[config.mk]
export PLATFORM = sky130hd
export DESIGN_NAME = odf_fault_diag
export DESIGN_NICKNAME = d
export VERILOG_FILES = /design/src/odf_pkg.sv /design/src/odf_fault_diag.sv
export VERILOG_INCLUDE_DIRS = /design/src
export SDC_FILE = /design/constraint.sdc
export NUM_CORES = 1
export LEC_CHECK = 0
export BUFFER_PORTS_ARGS = -buffer_cell sky130_fd_sc_hd__buf_4
export CORE_ASPECT_RATIO = 1.5
export CORE_MARGIN = 3
export CORE_UTILIZATION = 55
export DETAILED_ROUTE_END_ITERATION = 6
export PLACE_DENSITY = 0.72
export SYNTH_ARGS = -nofsm -noshare
export SYNTH_HDL_FRONTEND = slang
export SYNTH_SLANG_ARGS = --single-unit
export TNS_END_PERCENT = 1
[constraint.sdc]
create_clock -name clk_i -period 6.5 [get_ports clk_i]
set_clock_uncertainty 0.15 [all_clocks]
set_input_delay 0.65 -clock clk_i [delete_from_list [all_inputs] [get_ports clk_i]]
set_output_delay 0.65 -clock clk_i [all_outputs]
set_load 0.01 [all_outputs]
[src/odf_cfg.svh]
// constants for the octal driver fault diagnostics block
`ifndef ODF_CFG_SVH
`define ODF_CFG_SVH
`define ODF_CLK_MHZ      20
`define ODF_POR_US       5
`define ODF_THERM_US     5
`define ODF_TDEL_US      10
`define ODF_TFILT_US     20
`define ODF_TRES_US      100
`define ODF_TCYC_US      50
`define ODF_POR_CYC      (`ODF_POR_US * `ODF_CLK_MHZ)
`define ODF_THERM_CYC    (`ODF_THERM_US * `ODF_CLK_MHZ)
`define ODF_TDEL_CYC     (`ODF_TDEL_US * `ODF_CLK_MHZ)
`define ODF_TFILT_CYC    (`ODF_TFILT_US * `ODF_CLK_MHZ)
`define ODF_TRES_CYC     (`ODF_TRES_US * `ODF_CLK_MHZ)
`define ODF_TCYC_CYC     (`ODF_TCYC_US * `ODF_CLK_MHZ)
`define ODF_KEY_MSB      15
`define ODF_KEY_LSB      12
`define ODF_MODE_MSB     11
`define ODF_MODE_LSB     8
`define ODF_CHAN_MSB     7
`define ODF_KEY          4'hA
`define ODF_MODE_OUT     4'hC
`define ODF_MODE_DIAG    4'h3
`define ODF_MODE_PROT    4'hA
`define ODF_CODE_NONE    2'h0
`define ODF_CODE_OPEN    2'h1
`define ODF_CODE_SHORT   2'h2
`define ODF_CODE_OVC     2'h3
`define ODF_FAULT_ALL    16'hFFFF
`define ODF_FAULT_CLR    16'h0000
`define ODF_CHAN_NONE    8'h00
`define ODF_BITS_LAST    4'hF
`define ODF_BITS_ZERO    4'h0
`define ODF_PAR_FIRST    5
`define ODF_CH_COUNT     8
`endif

[src/odf_pkg.sv]
// types for the octal driver fault diagnostics block
package odf_pkg;
	typedef logic [11:0] odf_cnt_t;

	typedef struct packed {
		logic       cs;
		logic       sck;
		logic       di;
		logic       por;
		logic       variant;
		logic [2:0] par;
		logic [7:0] hot;
		logic [7:0] overcurrent_code;
		logic [7:0] mid;
		logic [7:0] low;
	} odf_pins_t;

	typedef struct packed {
		odf_pins_t           s1;
		odf_pins_t           s2;
		odf_pins_t           sd;
		odf_cnt_t            por_cnt;
		logic                por_done;
		logic [7:0]          cmd_out;
		logic [7:0]          diag_latch;
		logic [7:0]          lin_lim;
		logic [7:0]          drv;
		logic [7:0]          oc_stop;
		logic [7:0]          th_off;
		logic [7:0]          prev_zero;
		logic [15:0]         fault;
		logic [15:0]         word;
		logic [15:0]         rx;
		logic [15:0]         tx;
		logic [15:0]         first_word;
		logic [3:0]          bit_cnt;
		logic                first_done;
		logic                therm_rep;
		logic                sdo;
		logic                oe_n;
		logic [7:0][11:0]    oc_cnt;
		logic [7:0][11:0]    res_cnt;
		logic [7:0][11:0]    th_cnt;
		logic [7:0][11:0]    flt_cnt;
		logic [7:0][1:0]     flt_kind;
	} odf_state_t;
endpackage

[src/odf_fault_diag.sv]
// eight-channel fault diagnosis, protection and serial fault readout
`timescale 1ns/1ps
`include "odf_cfg.svh"
module odf_fault_diag (
	// clock and reset
	input  wire logic        clk_i,
	input  wire logic        rst_n_i,
	// serial link
	input  wire logic        chip_select_n_i,
	input  wire logic        serial_clock_i,
	input  wire logic        serial_command_in_i,
	output logic             serial_data_o,
	output logic             serial_data_oe_n_o,
	// power and variant
	input  wire logic        supply_ok_i,
	input  wire logic        variant_sel_i,
	// drive
	input  wire logic [2:0]  parallel_drive_inputs_i,
	output logic [7:0]       driver_channels_o,
	// analog comparators
	input  wire logic [7:0]  over_temp_i,
	input  wire logic [7:0]  over_current_i,
	input  wire logic [7:0]  drain_mid_i,
	input  wire logic [7:0]  drain_low_i,
	// fault word view
	output logic [15:0]      channel_fault_word_o
);
	odf_pkg::odf_state_t q_ff;
	odf_pkg::odf_state_t nxt_q;
	odf_pkg::odf_pins_t  pins;
	logic                cs_fall;
	logic                cs_rise;
	logic                sck_rise;
	logic                sck_fall;
	logic                frame_ok;

	assign pins = '{cs: chip_select_n_i, sck: serial_clock_i, di: serial_command_in_i, por: supply_ok_i,
		variant: variant_sel_i, par: parallel_drive_inputs_i, hot: over_temp_i, overcurrent_code: over_current_i,
		mid: drain_mid_i, low: drain_low_i};

	always_comb begin
		logic [15:0] smp;
		logic [1:0]  code;
		logic [1:0]  cond;
		logic        par;
		logic        par_rise;
		logic        dbl_on;
		smp      = `ODF_FAULT_CLR;
		code     = `ODF_CODE_NONE;
		cond     = `ODF_CODE_NONE;
		par      = 1'b0;
		par_rise = 1'b0;
		dbl_on   = 1'b0;
		nxt_q    = q_ff;
		// only second-stage and delayed (sd) samples are read; first stage feeds nothing else
		nxt_q.s1 = pins;
		nxt_q.s2 = q_ff.s1;
		nxt_q.sd = q_ff.s2;
		cs_fall  = !q_ff.s2.cs && q_ff.sd.cs;
		cs_rise  = q_ff.s2.cs && !q_ff.sd.cs;
		sck_rise = q_ff.s2.sck && !q_ff.sd.sck && !q_ff.s2.cs;
		sck_fall = !q_ff.s2.sck && q_ff.sd.sck && !q_ff.s2.cs;
		frame_ok = cs_rise && q_ff.first_done && (q_ff.bit_cnt == `ODF_BITS_ZERO)
			&& (q_ff.first_word[`ODF_KEY_MSB:`ODF_KEY_LSB] == `ODF_KEY);

		// power-on filter
		if (!q_ff.s2.por) begin
			nxt_q.por_cnt  = '0;
			nxt_q.por_done = 1'b0;
		end else if (!q_ff.por_done) begin
			nxt_q.por_cnt = q_ff.por_cnt + 12'h001;
			if (q_ff.por_cnt == 12'(`ODF_POR_CYC - 1)) begin
				nxt_q.por_done = 1'b1;
			end
		end

		// serial receive, LSB first
		if (sck_rise) begin
			nxt_q.rx      = {q_ff.s2.di, q_ff.rx[15:1]};
			nxt_q.bit_cnt = q_ff.bit_cnt + 4'h1;
			if (q_ff.bit_cnt == `ODF_BITS_LAST && !q_ff.first_done) begin
				nxt_q.first_done = 1'b1;
				nxt_q.first_word = {q_ff.s2.di, q_ff.rx[15:1]};
			end
		end
		// after sixteen fault bits, received bits wrap around to the output
		if (sck_fall) begin
			nxt_q.sdo = q_ff.tx[1];
			nxt_q.tx  = {q_ff.rx[15], q_ff.tx[15:1]};
		end

		// select rise: apply command, clear faults
		if (cs_rise) begin
			nxt_q.oe_n      = 1'b1;
			nxt_q.prev_zero = `ODF_CHAN_NONE;
			if (frame_ok) begin
				nxt_q.therm_rep = 1'b0;
				case (q_ff.first_word[`ODF_MODE_MSB:`ODF_MODE_LSB])
					`ODF_MODE_OUT: begin
						nxt_q.cmd_out   = q_ff.first_word[`ODF_CHAN_MSB:0];
						nxt_q.prev_zero = ~q_ff.first_word[`ODF_CHAN_MSB:0];
					end
					`ODF_MODE_DIAG: nxt_q.diag_latch = q_ff.first_word[`ODF_CHAN_MSB:0];
					`ODF_MODE_PROT: nxt_q.lin_lim    = q_ff.first_word[`ODF_CHAN_MSB:0];
					default: nxt_q.cmd_out = q_ff.cmd_out;
				endcase
				for (int c = 0; c < `ODF_CH_COUNT; c++) begin
					if (!q_ff.s2.variant || q_ff.fault[2*c +: 2] != `ODF_CODE_OVC) begin
						nxt_q.fault[2*c +: 2] = `ODF_CODE_NONE;
					end
				end
			end
		end

		// per-channel protection and diagnosis
		for (int i = 0; i < `ODF_CH_COUNT; i++) begin
			// clamped index keeps the unrolled channels without a parallel input in range
			par      = (i >= `ODF_PAR_FIRST) && q_ff.s2.par[(i >= `ODF_PAR_FIRST) ? i - `ODF_PAR_FIRST : 0];
			par_rise = par && !q_ff.sd.par[(i >= `ODF_PAR_FIRST) ? i - `ODF_PAR_FIRST : 0];
			dbl_on   = frame_ok && q_ff.prev_zero[i] && nxt_q.cmd_out[i]
				&& (q_ff.first_word[`ODF_MODE_MSB:`ODF_MODE_LSB] == `ODF_MODE_OUT);
			code     = nxt_q.fault[2*i +: 2];

			// thermal: filter, then cycle off and retry
			if (!(nxt_q.cmd_out[i] || par)) begin
				nxt_q.th_off[i] = 1'b0;
				nxt_q.th_cnt[i] = '0;
			end else if (!q_ff.th_off[i]) begin
				nxt_q.th_cnt[i] = q_ff.s2.hot[i] ? q_ff.th_cnt[i] + 12'h001 : 12'h000;
				if (q_ff.s2.hot[i] && q_ff.th_cnt[i] == 12'(`ODF_THERM_CYC - 1)) begin
					nxt_q.th_off[i] = 1'b1;
					nxt_q.th_cnt[i] = '0;
				end
			end else begin
				nxt_q.th_cnt[i] = q_ff.th_cnt[i] + 12'h001;
				if (q_ff.th_cnt[i] == 12'(`ODF_TCYC_CYC - 1)) begin
					nxt_q.th_off[i] = 1'b0;
					nxt_q.th_cnt[i] = '0;
				end
			end

			// restart paths for an overcurrent stop
			if (q_ff.oc_stop[i]) begin
				nxt_q.res_cnt[i] = q_ff.res_cnt[i] + 12'h001;
				if (q_ff.res_cnt[i] == 12'(`ODF_TRES_CYC - 1)) begin
					nxt_q.oc_stop[i] = 1'b0;
					nxt_q.res_cnt[i] = '0;
					if (q_ff.s2.variant && code == `ODF_CODE_OVC) begin
						code = `ODF_CODE_NONE;
					end
				end
				if (dbl_on || par_rise) begin
					nxt_q.oc_stop[i] = 1'b0;
					nxt_q.res_cnt[i] = '0;
				end
			end
			if (q_ff.s2.variant && (i >= `ODF_PAR_FIRST) && !par && code == `ODF_CODE_OVC) begin
				code = `ODF_CODE_NONE;
			end

			// latch mode filter on the off-state drain level
			cond = q_ff.s2.mid[i] ? `ODF_CODE_OPEN : (q_ff.s2.low[i] ? `ODF_CODE_SHORT : `ODF_CODE_NONE);
			if (q_ff.diag_latch[i] && !q_ff.drv[i] && cond != `ODF_CODE_NONE && cond == q_ff.flt_kind[i]) begin
				nxt_q.flt_cnt[i] = q_ff.flt_cnt[i] + 12'h001;
				if (q_ff.flt_cnt[i] == 12'(`ODF_TFILT_CYC - 1) && code != `ODF_CODE_OVC) begin
					code = cond;
				end
			end else begin
				nxt_q.flt_cnt[i] = '0;
			end
			nxt_q.flt_kind[i] = cond;

			// no-latch sample at select fall: present condition only
			if (cs_fall && !q_ff.diag_latch[i] && code != `ODF_CODE_OVC) begin
				code = q_ff.drv[i] ? `ODF_CODE_NONE : cond;
			end

			// overcurrent filter; written after clears so the set wins
			if (!q_ff.lin_lim[i] && q_ff.drv[i] && q_ff.s2.overcurrent_code[i]) begin
				nxt_q.oc_cnt[i] = q_ff.oc_cnt[i] + 12'h001;
				if (q_ff.oc_cnt[i] == 12'(`ODF_TDEL_CYC - 1)) begin
					nxt_q.oc_stop[i] = 1'b1;
					nxt_q.oc_cnt[i]  = '0;
					nxt_q.res_cnt[i] = '0;
					code             = `ODF_CODE_OVC;
				end
			end else begin
				nxt_q.oc_cnt[i] = '0;
			end
			nxt_q.fault[2*i +: 2] = code;
		end

		// select fall: thermal override and readout load
		smp = nxt_q.fault;
		if (cs_fall) begin
			if (|q_ff.th_off) begin
				nxt_q.therm_rep = 1'b1;
			end
			nxt_q.tx         = nxt_q.therm_rep ? `ODF_FAULT_ALL : smp;
			nxt_q.sdo        = nxt_q.therm_rep ? 1'b1 : smp[0];
			nxt_q.oe_n       = 1'b0;
			nxt_q.bit_cnt    = `ODF_BITS_ZERO;
			nxt_q.first_done = 1'b0;
		end

		// power-on clear holds commands, modes, faults and protection states cleared and the drivers off
		if (!nxt_q.por_done) begin
			nxt_q.cmd_out    = `ODF_CHAN_NONE;
			nxt_q.diag_latch = `ODF_CHAN_NONE;
			nxt_q.lin_lim    = `ODF_CHAN_NONE;
			nxt_q.fault      = `ODF_FAULT_CLR;
			nxt_q.therm_rep  = 1'b0;
			nxt_q.oc_stop    = `ODF_CHAN_NONE;
			nxt_q.th_off     = `ODF_CHAN_NONE;
		end
		for (int k = 0; k < `ODF_CH_COUNT; k++) begin
			par = (k >= `ODF_PAR_FIRST) && q_ff.s2.par[(k >= `ODF_PAR_FIRST) ? k - `ODF_PAR_FIRST : 0];
			nxt_q.drv[k] = nxt_q.por_done && (nxt_q.cmd_out[k] || par)
				&& !nxt_q.oc_stop[k] && !nxt_q.th_off[k];
		end
		nxt_q.word = nxt_q.therm_rep ? `ODF_FAULT_ALL : nxt_q.fault;
	end

	always_ff @(posedge clk_i) begin
		if (!rst_n_i) begin
			q_ff        <= '0;
			q_ff.oe_n   <= 1'b1;
			q_ff.s1.cs  <= 1'b1;
			q_ff.s2.cs  <= 1'b1;
			q_ff.sd.cs  <= 1'b1;
		end else begin
			q_ff <= nxt_q;
		end
	end

	assign serial_data_o        = q_ff.sdo;
	assign serial_data_oe_n_o   = q_ff.oe_n;
	assign driver_channels_o    = q_ff.drv;
	assign channel_fault_word_o = q_ff.word;
endmodule // odf_fault_diag

==> results.cfg, run 1 <==
[synth]
netlist_top_cells_count = dfxtp_1 (640), nor2_1 (455), nand2_1 (276)
syn_avg_cell_area_um2 = 8.89
post-synth-top-count-cell = dfxtp_1
syn-cell-area_mm2 = 0.0266
syn-num-nets = 3071
synth_edf_count = 0
ys_ff_latch = 640
synth_seq_area_share_pct = 48.2
synth.distinct_cells = 84
syn_inst = 2992
yosys.area.top_type = dfxtp_1
yosys.area.top_type_share_pct = 48.2
synthTopCellsByArea = dfxtp_1 (48%), nor2_1 (6.4%), xor2_1 (4.4%)
async_reset_ff_share_pct = 0
ys.warnings.count = 0
ys_dominant_reg_cell = dfxtp_1

[routing]
vias_per_cell = 5.77
vias = 21000
drc = 0
wl_per_cell_um = 16.3
totalWireLength_um = 59500
first_pass_iters = 5
ant_nets = 0
drt_iter0_drc = 1097

[timing]
rsz0062_at_grt = no
fin_tns_setup_ps = 0
slew_viol_final = 0
period_needed_ps = 4060
period_share_pct = 62.4
slew_headroom_pct = 13.0
hold_viol_final = 0
setup_viol = 0
worst_slew_pin_slew_ps = 1300
fmax_ghz = 0.246
layout_setup_ws_ps = 2440
whs_ps = 70.0

[finish]
syn_to_final_growth_pct = 9.91
fillers = 4122
stdcell_area_mm2 = 0.0292
instances_no_fill = 3641
drive_above_1_share_pct = 6.94
postLayoutCoreUtil_pct = 61.3
diodes = 0
nNetsFinal = 3073

[die]
die_w_um = 186
rows = 98
ios = 68
die-area_mm2 = 0.0511
dieHeight_um = 275
core_mm2 = 0.0477
initial_core_util_pct = 55.7

[clock_tree]
clk_pin_slew_worst_paths_ps = 70
clock_sinks = 640
post_cts_buffers = 0
clockBufferDepth = 3
postCtsHoldBufs = 0
htreeDepth = 2
insertion_delay_ps = 610
cts_root_buf = clkbuf_16
cts_tree = yes
cts_buffers = 58
cts-resized-gates = 0

[power]
power_density_mw_per_mm2 = 262
peakVddDrop_mv = 0.223
total_power_mw = 7.66
leakagePower_nw = 10.2

[critical_path]
crit_fanout = 16
start_kind = flop
cp-end-kind = flop
crit_arrival_ps = 4360
critPathKind = flop to flop
cp.required_ps = 6810

[global_routing]
grt_max_degree = 83
grt_antenna_before_repair = 0
grt_pass1_vias = 20600
grt_usage_pct = 23.0
globalRouteOverflowTotal = 0
grt_pass1_wl_um = 98600

[placed_design]
dp.cells = 3534
dpl.hpwl_um = 41500
port_buffers = 67
post-place-ws_ps = 2490
place_congestion = 0.854
place_area_mm2 = 0.0272

[status]
status = completed

[worst_hold_path]
min_path_type = primary input to flop

[run]
cap_viol_max_count = 0
registers in the layout (all words and copies together), names as in the netlist:
signal and flops:
q_ff 534, channel_fault_word_o 16, serial_data_oe_n_o 1, nxt_q 80
driver_channels_o 8, serial_data_o 1
cells in the final DEF, fill, tap and decap left out, drive strengths merged, types with 21 or more instances in the layout:
master and n:
dfxtp 640, nor2 455, nand2 276, a21oi 169, nand3 140, xor2 134, and3 118, xnor2 104
and2 103, clkbuf 81, buf 80, a311oi 77, o21ai 70, nand2b 63, inv 55, nand4 49
nor3 37, ha 37, mux2i 33, nor4 30, or3 27, a41oi 21
routing by layer:
layer / track usage (%) / routed length (um) / part of all wire (%) / up-vias
li1: - / - / - / 10400
met1: 27.3 / 24600 / 41 / 10000
met2: 41.2 / 29600 / 50 / 446
met3: 3.98 / 2980 / 5.0 / 133
met4: 9.18 / 2280 / 3.8 / 0
met5: 0 / 0 / 0 / -
final cells by class:
class | instances | area, um2 | share of cell area, %
Clock inverter | 26 | 352 | 1.20
Multi-Input combinational cell | 2159 | 12800 | 44.0
Inverter | 55 | 206 | 0.706
Sequential cell | 640 | 12800 | 43.8
Timing Repair Buffer | 80 | 601 | 2.05
Tap cell | 600 | 751 | 2.57
Clock buffer | 81 | 1660 | 5.68
power by group:
group,switching (mW),leakage (nW),total [mW],internal (mW)
combinational,0.0629,4.07,0.105,0.0421
sequential,0.0162,5.17,3.97,3.95
clock,1.49,0.983,3.59,2.10
total,1.57,10.2,7.66,6.09
logic make-up (layout without fill, tap and decap cells):
kind of cell,count (synthesis),after routing,synth area share (%)
simple gates,1415,1415,26.6
flops,640,640,48.2
compound gates,436,436,10.8
xor+xnor,238,238,7.84
buf+inv,193,242,3.58
fa+ha+maj,37,37,1.74
mux,33,33,1.24
path summary, 6_finish.rpt:
path | start | end | slack (ps) | depth (start not counted)
max | nxt_q[596]$_SDFF_PN1_ | q_ff[186]$_SDFF_PN0_ | 2440 | 7
min | chip_select_n_i | nxt_q[636]$_SDFF_PN1_ | 70 | 2
max reg2reg | nxt_q[596]$_SDFF_PN1_ | q_ff[186]$_SDFF_PN0_ | 2440 | 7
min reg2reg | nxt_q[622]$_SDFF_PN0_ | nxt_q[582]$_SDFF_PN0_ | 280 | 1
critical path, cell delays in order, from the launching register on:
cell and delay (ps):
dfxtp_1 370, ha_1 380, nor4bb_1 960, nand4_2 900
mux2i_1 460, nand2_1 160, o2111ai_1 390, nor2_1 120
Note: power is estimated with default switching activity, not from simulation.
==> inputs of run 2 (changes only) <==
Settings changed: ABC_AREA from default to 1, PLACE_DENSITY 0.72 to 0.74.
Clock period 6.5 ns to 3.3 ns, I/O delays scaled along.
==> run 2 against run 1 <==
  * Core utilization grew 1.5 points
  * Synthesized area rose by 7.3%
  * Via count rose by 14%
  * Clock power grew 100%
  * Sequential power rose by 97%
  * Critical endpoint is now q_ff[140]$_SDFF_PN0_
  * Sequential share of layout area shrank 3.7 points
  * Power grew 100%
  * Die area up 7.1%
  * Highest routed layer unchanged
==> results.cfg, run 2 <==
[global_routing]
grt_usage_pct = 22.5
grt_antenna_before_repair = 0
grt_max_degree = 84
globalRouteOverflowTotal = 0
grt.met2_usage_pct = 40.9
grt_pass1_wl_um = 103000
grt_pass1_vias = 22600
use_met1_pct = 26.0
use_met3_pct = 3.58
gr-max-usage-layer = met2

[timing]
worst_slew_pin_slew_ps = 776
setup_viol = 0
fmax_ghz = 0.369
slew_viol_final = 0
slew_headroom_pct = 47.8
rsz0062_at_grt = no
hold_viol_final = 0
period_share_pct = 82.2
period_needed_ps = 2710
fin_tns_setup_ps = 0

[synth]
syn_avg_cell_area_um2 = 7.42
post-synth-top-count-cell = nand2_1
synth_edf_count = 0
synth.distinct_cells = 67
syn_inst = 3843
async_reset_ff_share_pct = 0
yosys.area.top_type_share_pct = 44.9
synthTopCellsByArea = dfxtp_1 (45%), nand2_1 (8.8%), inv_1 (7.6%)
netlist_top_cells_count = nand2_1 (671), dfxtp_1 (640), inv_1 (576)
ys_ff_latch = 640
yosys.area.top_type = dfxtp_1
synth_seq_area_share_pct = 44.9
syn-cell-area_mm2 = 0.0285
syn-num-nets = 3922
ys.warnings.count = 0
ys_dominant_reg_cell = dfxtp_1

[status]
status = completed

[critical_path]
worstPathCellList = inv_1 > ha_1 > nand2_1 > nor2_1 > nand3_4 > buf_4 > inv_1 > nand2_1 > o21ai_0 > inv_1 > nand3_1 > nor3b_1
crit_arrival_ps = 3080
cp-end-kind = flop
slowest_delay_ps = 370
critPathKind = flop to flop
crit_fanout = 23
slowest_stage = nand3_1
cp.required_ps = 3670
cpMostUsedCell = inv_1
start_kind = flop

[die]
core_mm2 = 0.0509
initial_core_util_pct = 56.0
die-area_mm2 = 0.0547
die_w_um = 192
rows = 101
dieHeight_um = 285
ios = 68

[placed_design]
dpl.hpwl_um = 43400
port_buffers = 67
place_congestion = 0.862

[run]
cap_viol_max_count = 0

[finish]
layout_commonest_cell = nand2_1
diodes = 0
final_cell_mix = nand2_1 (671), dfxtp_1 (640), inv_1 (575)
drive_above_1_share_pct = 8.64
largest_reg_flops = 534
nNetsFinal = 3999
seqCellArea_mm2 = 0.0128
multi_input_area_mm2 = 0.0129
syn_to_final_growth_pct = 12.0
fillers = 4585
postLayoutCoreUtil_pct = 62.7
top_register = q_ff

[clock_tree]
cts_buffers = 58
postCtsHoldBufs = 40
cts_root_buf = clkbuf_16
htreeDepth = 2
cts_tree = yes
clockBufferDepth = 3
insertion_delay_ps = 620
post_cts_buffers = 0
cts-resized-gates = 0
clock_sinks = 640
clk_pin_slew_worst_paths_ps = 70

[routing]
first_pass_iters = 5
ant_nets = 0
wl_per_cell_um = 13.3
drt_iter0_drc = 1371
vias = 23900
drc = 0
vias_per_cell = 5.14
totalWireLength_um = 61900

[power]
leakagePower_nw = 12.4
internal_power_mw = 12.3
seq_power_share_pct = 50.6
p_comb_share_pct = 2.1
p_sw_share_pct = 20.8
p_sw_mw = 3.21
power_density_mw_per_mm2 = 484
clock_power_share_pct = 47.4
peakVddDrop_mv = 0.533

[worst_hold_path]
min_path_type = primary input to flop
## run 2: changes by cell type after synthesis, moves of 63 or more
cell and delta:
and2_1 -99, nor3_1 +102, nor2_1 +68, xnor2_1 -78
nand2_1 +395, inv_1 +522, a311oi_1 -76, o21ai_0 +79
nand2b_1 -63, and3_1 -96
## run 2: worst paths after layout
check | from | to | slack [ps] | depth (start not counted)
worst min register to register | nxt_q[618]$_SDFF_PN0_ | nxt_q[578]$_SDFF_PN0_ | 260 | 2
worst min-delay path | rst_n_i | nxt_q[577]$_SDFF_PN0_ | 70 | 4
worst max register to register | q_ff[404]$_SDFFE_PP0P_ | q_ff[140]$_SDFF_PN0_ | 590 | 12
worst max-delay path | q_ff[404]$_SDFFE_PP0P_ | q_ff[140]$_SDFF_PN0_ | 590 | 12
## run 2: per-layer routing
layer / up-vias / wire length (um)
met5: - / 0
met4: 0 / 2460
met3: 142 / 2360
met2: 358 / 30800
met1: 10900 / 26200
li1: 12400 / -
## run 2: power groups by stage
stage	combinational [mW]	clock, mW	sequential (mW)
after floorplan	0.175	0	7.98
after global placement	0.279	0	8.00
after detailed placement	0.281	0	8.00
after CTS	0.320	7.47	7.82
after global routing	0.358	7.78	7.82
final	0.319	7.32	7.82
## run 2: cells by family (layout without fill, tap and decap cells)
| family | after synthesis | in the layout | share of synthesized area, % |
|---|---|---|---|
| DFF | 640 | 640 | 44.9 |
| and+or+nand+nor | 1830 | 1830 | 29.2 |
| AOI/OAI and AO/OA | 502 | 502 | 10.2 |
| adders and majority gates | 37 | 37 | 1.62 |
| buffers and inverters | 699 | 825 | 9.89 |
| xor gates and xnor gates | 135 | 135 | 4.14 |
## run 2: layout make-up
class	count	area share (%)
clock inverter	29	1.17
inverter	588	6.92
timing repair buffer	128	3.37
tap	669	2.62
clock buffer	80	5.47
sequential	640	40.1
multi-input combinational	2504	40.4
## run 2: metrics by stage
step	cells	power, mW	setup slack, ps	hold WS, ps	instance area (um2)
6_report	4638	15.5	587	70.2	32000
5_1_grt	4638	16.0	306	81.7	32000
4_1_cts	4638	15.6	538	51.9	32000
3_5_place_dp	4489	8.28	659	248	29400
3_3_place_gp	4489	8.27	671	242	29400
2_1_floorplan	3843	8.16	1330	240	28500
## run 2: critical path, delay by kind of cell, from the launching register on
family          cells  cell delay (ps)
compound gates      1              100
fa+ha+maj           1              200
buf+inv             4              750
flops               1              340
simple gates        6             1080
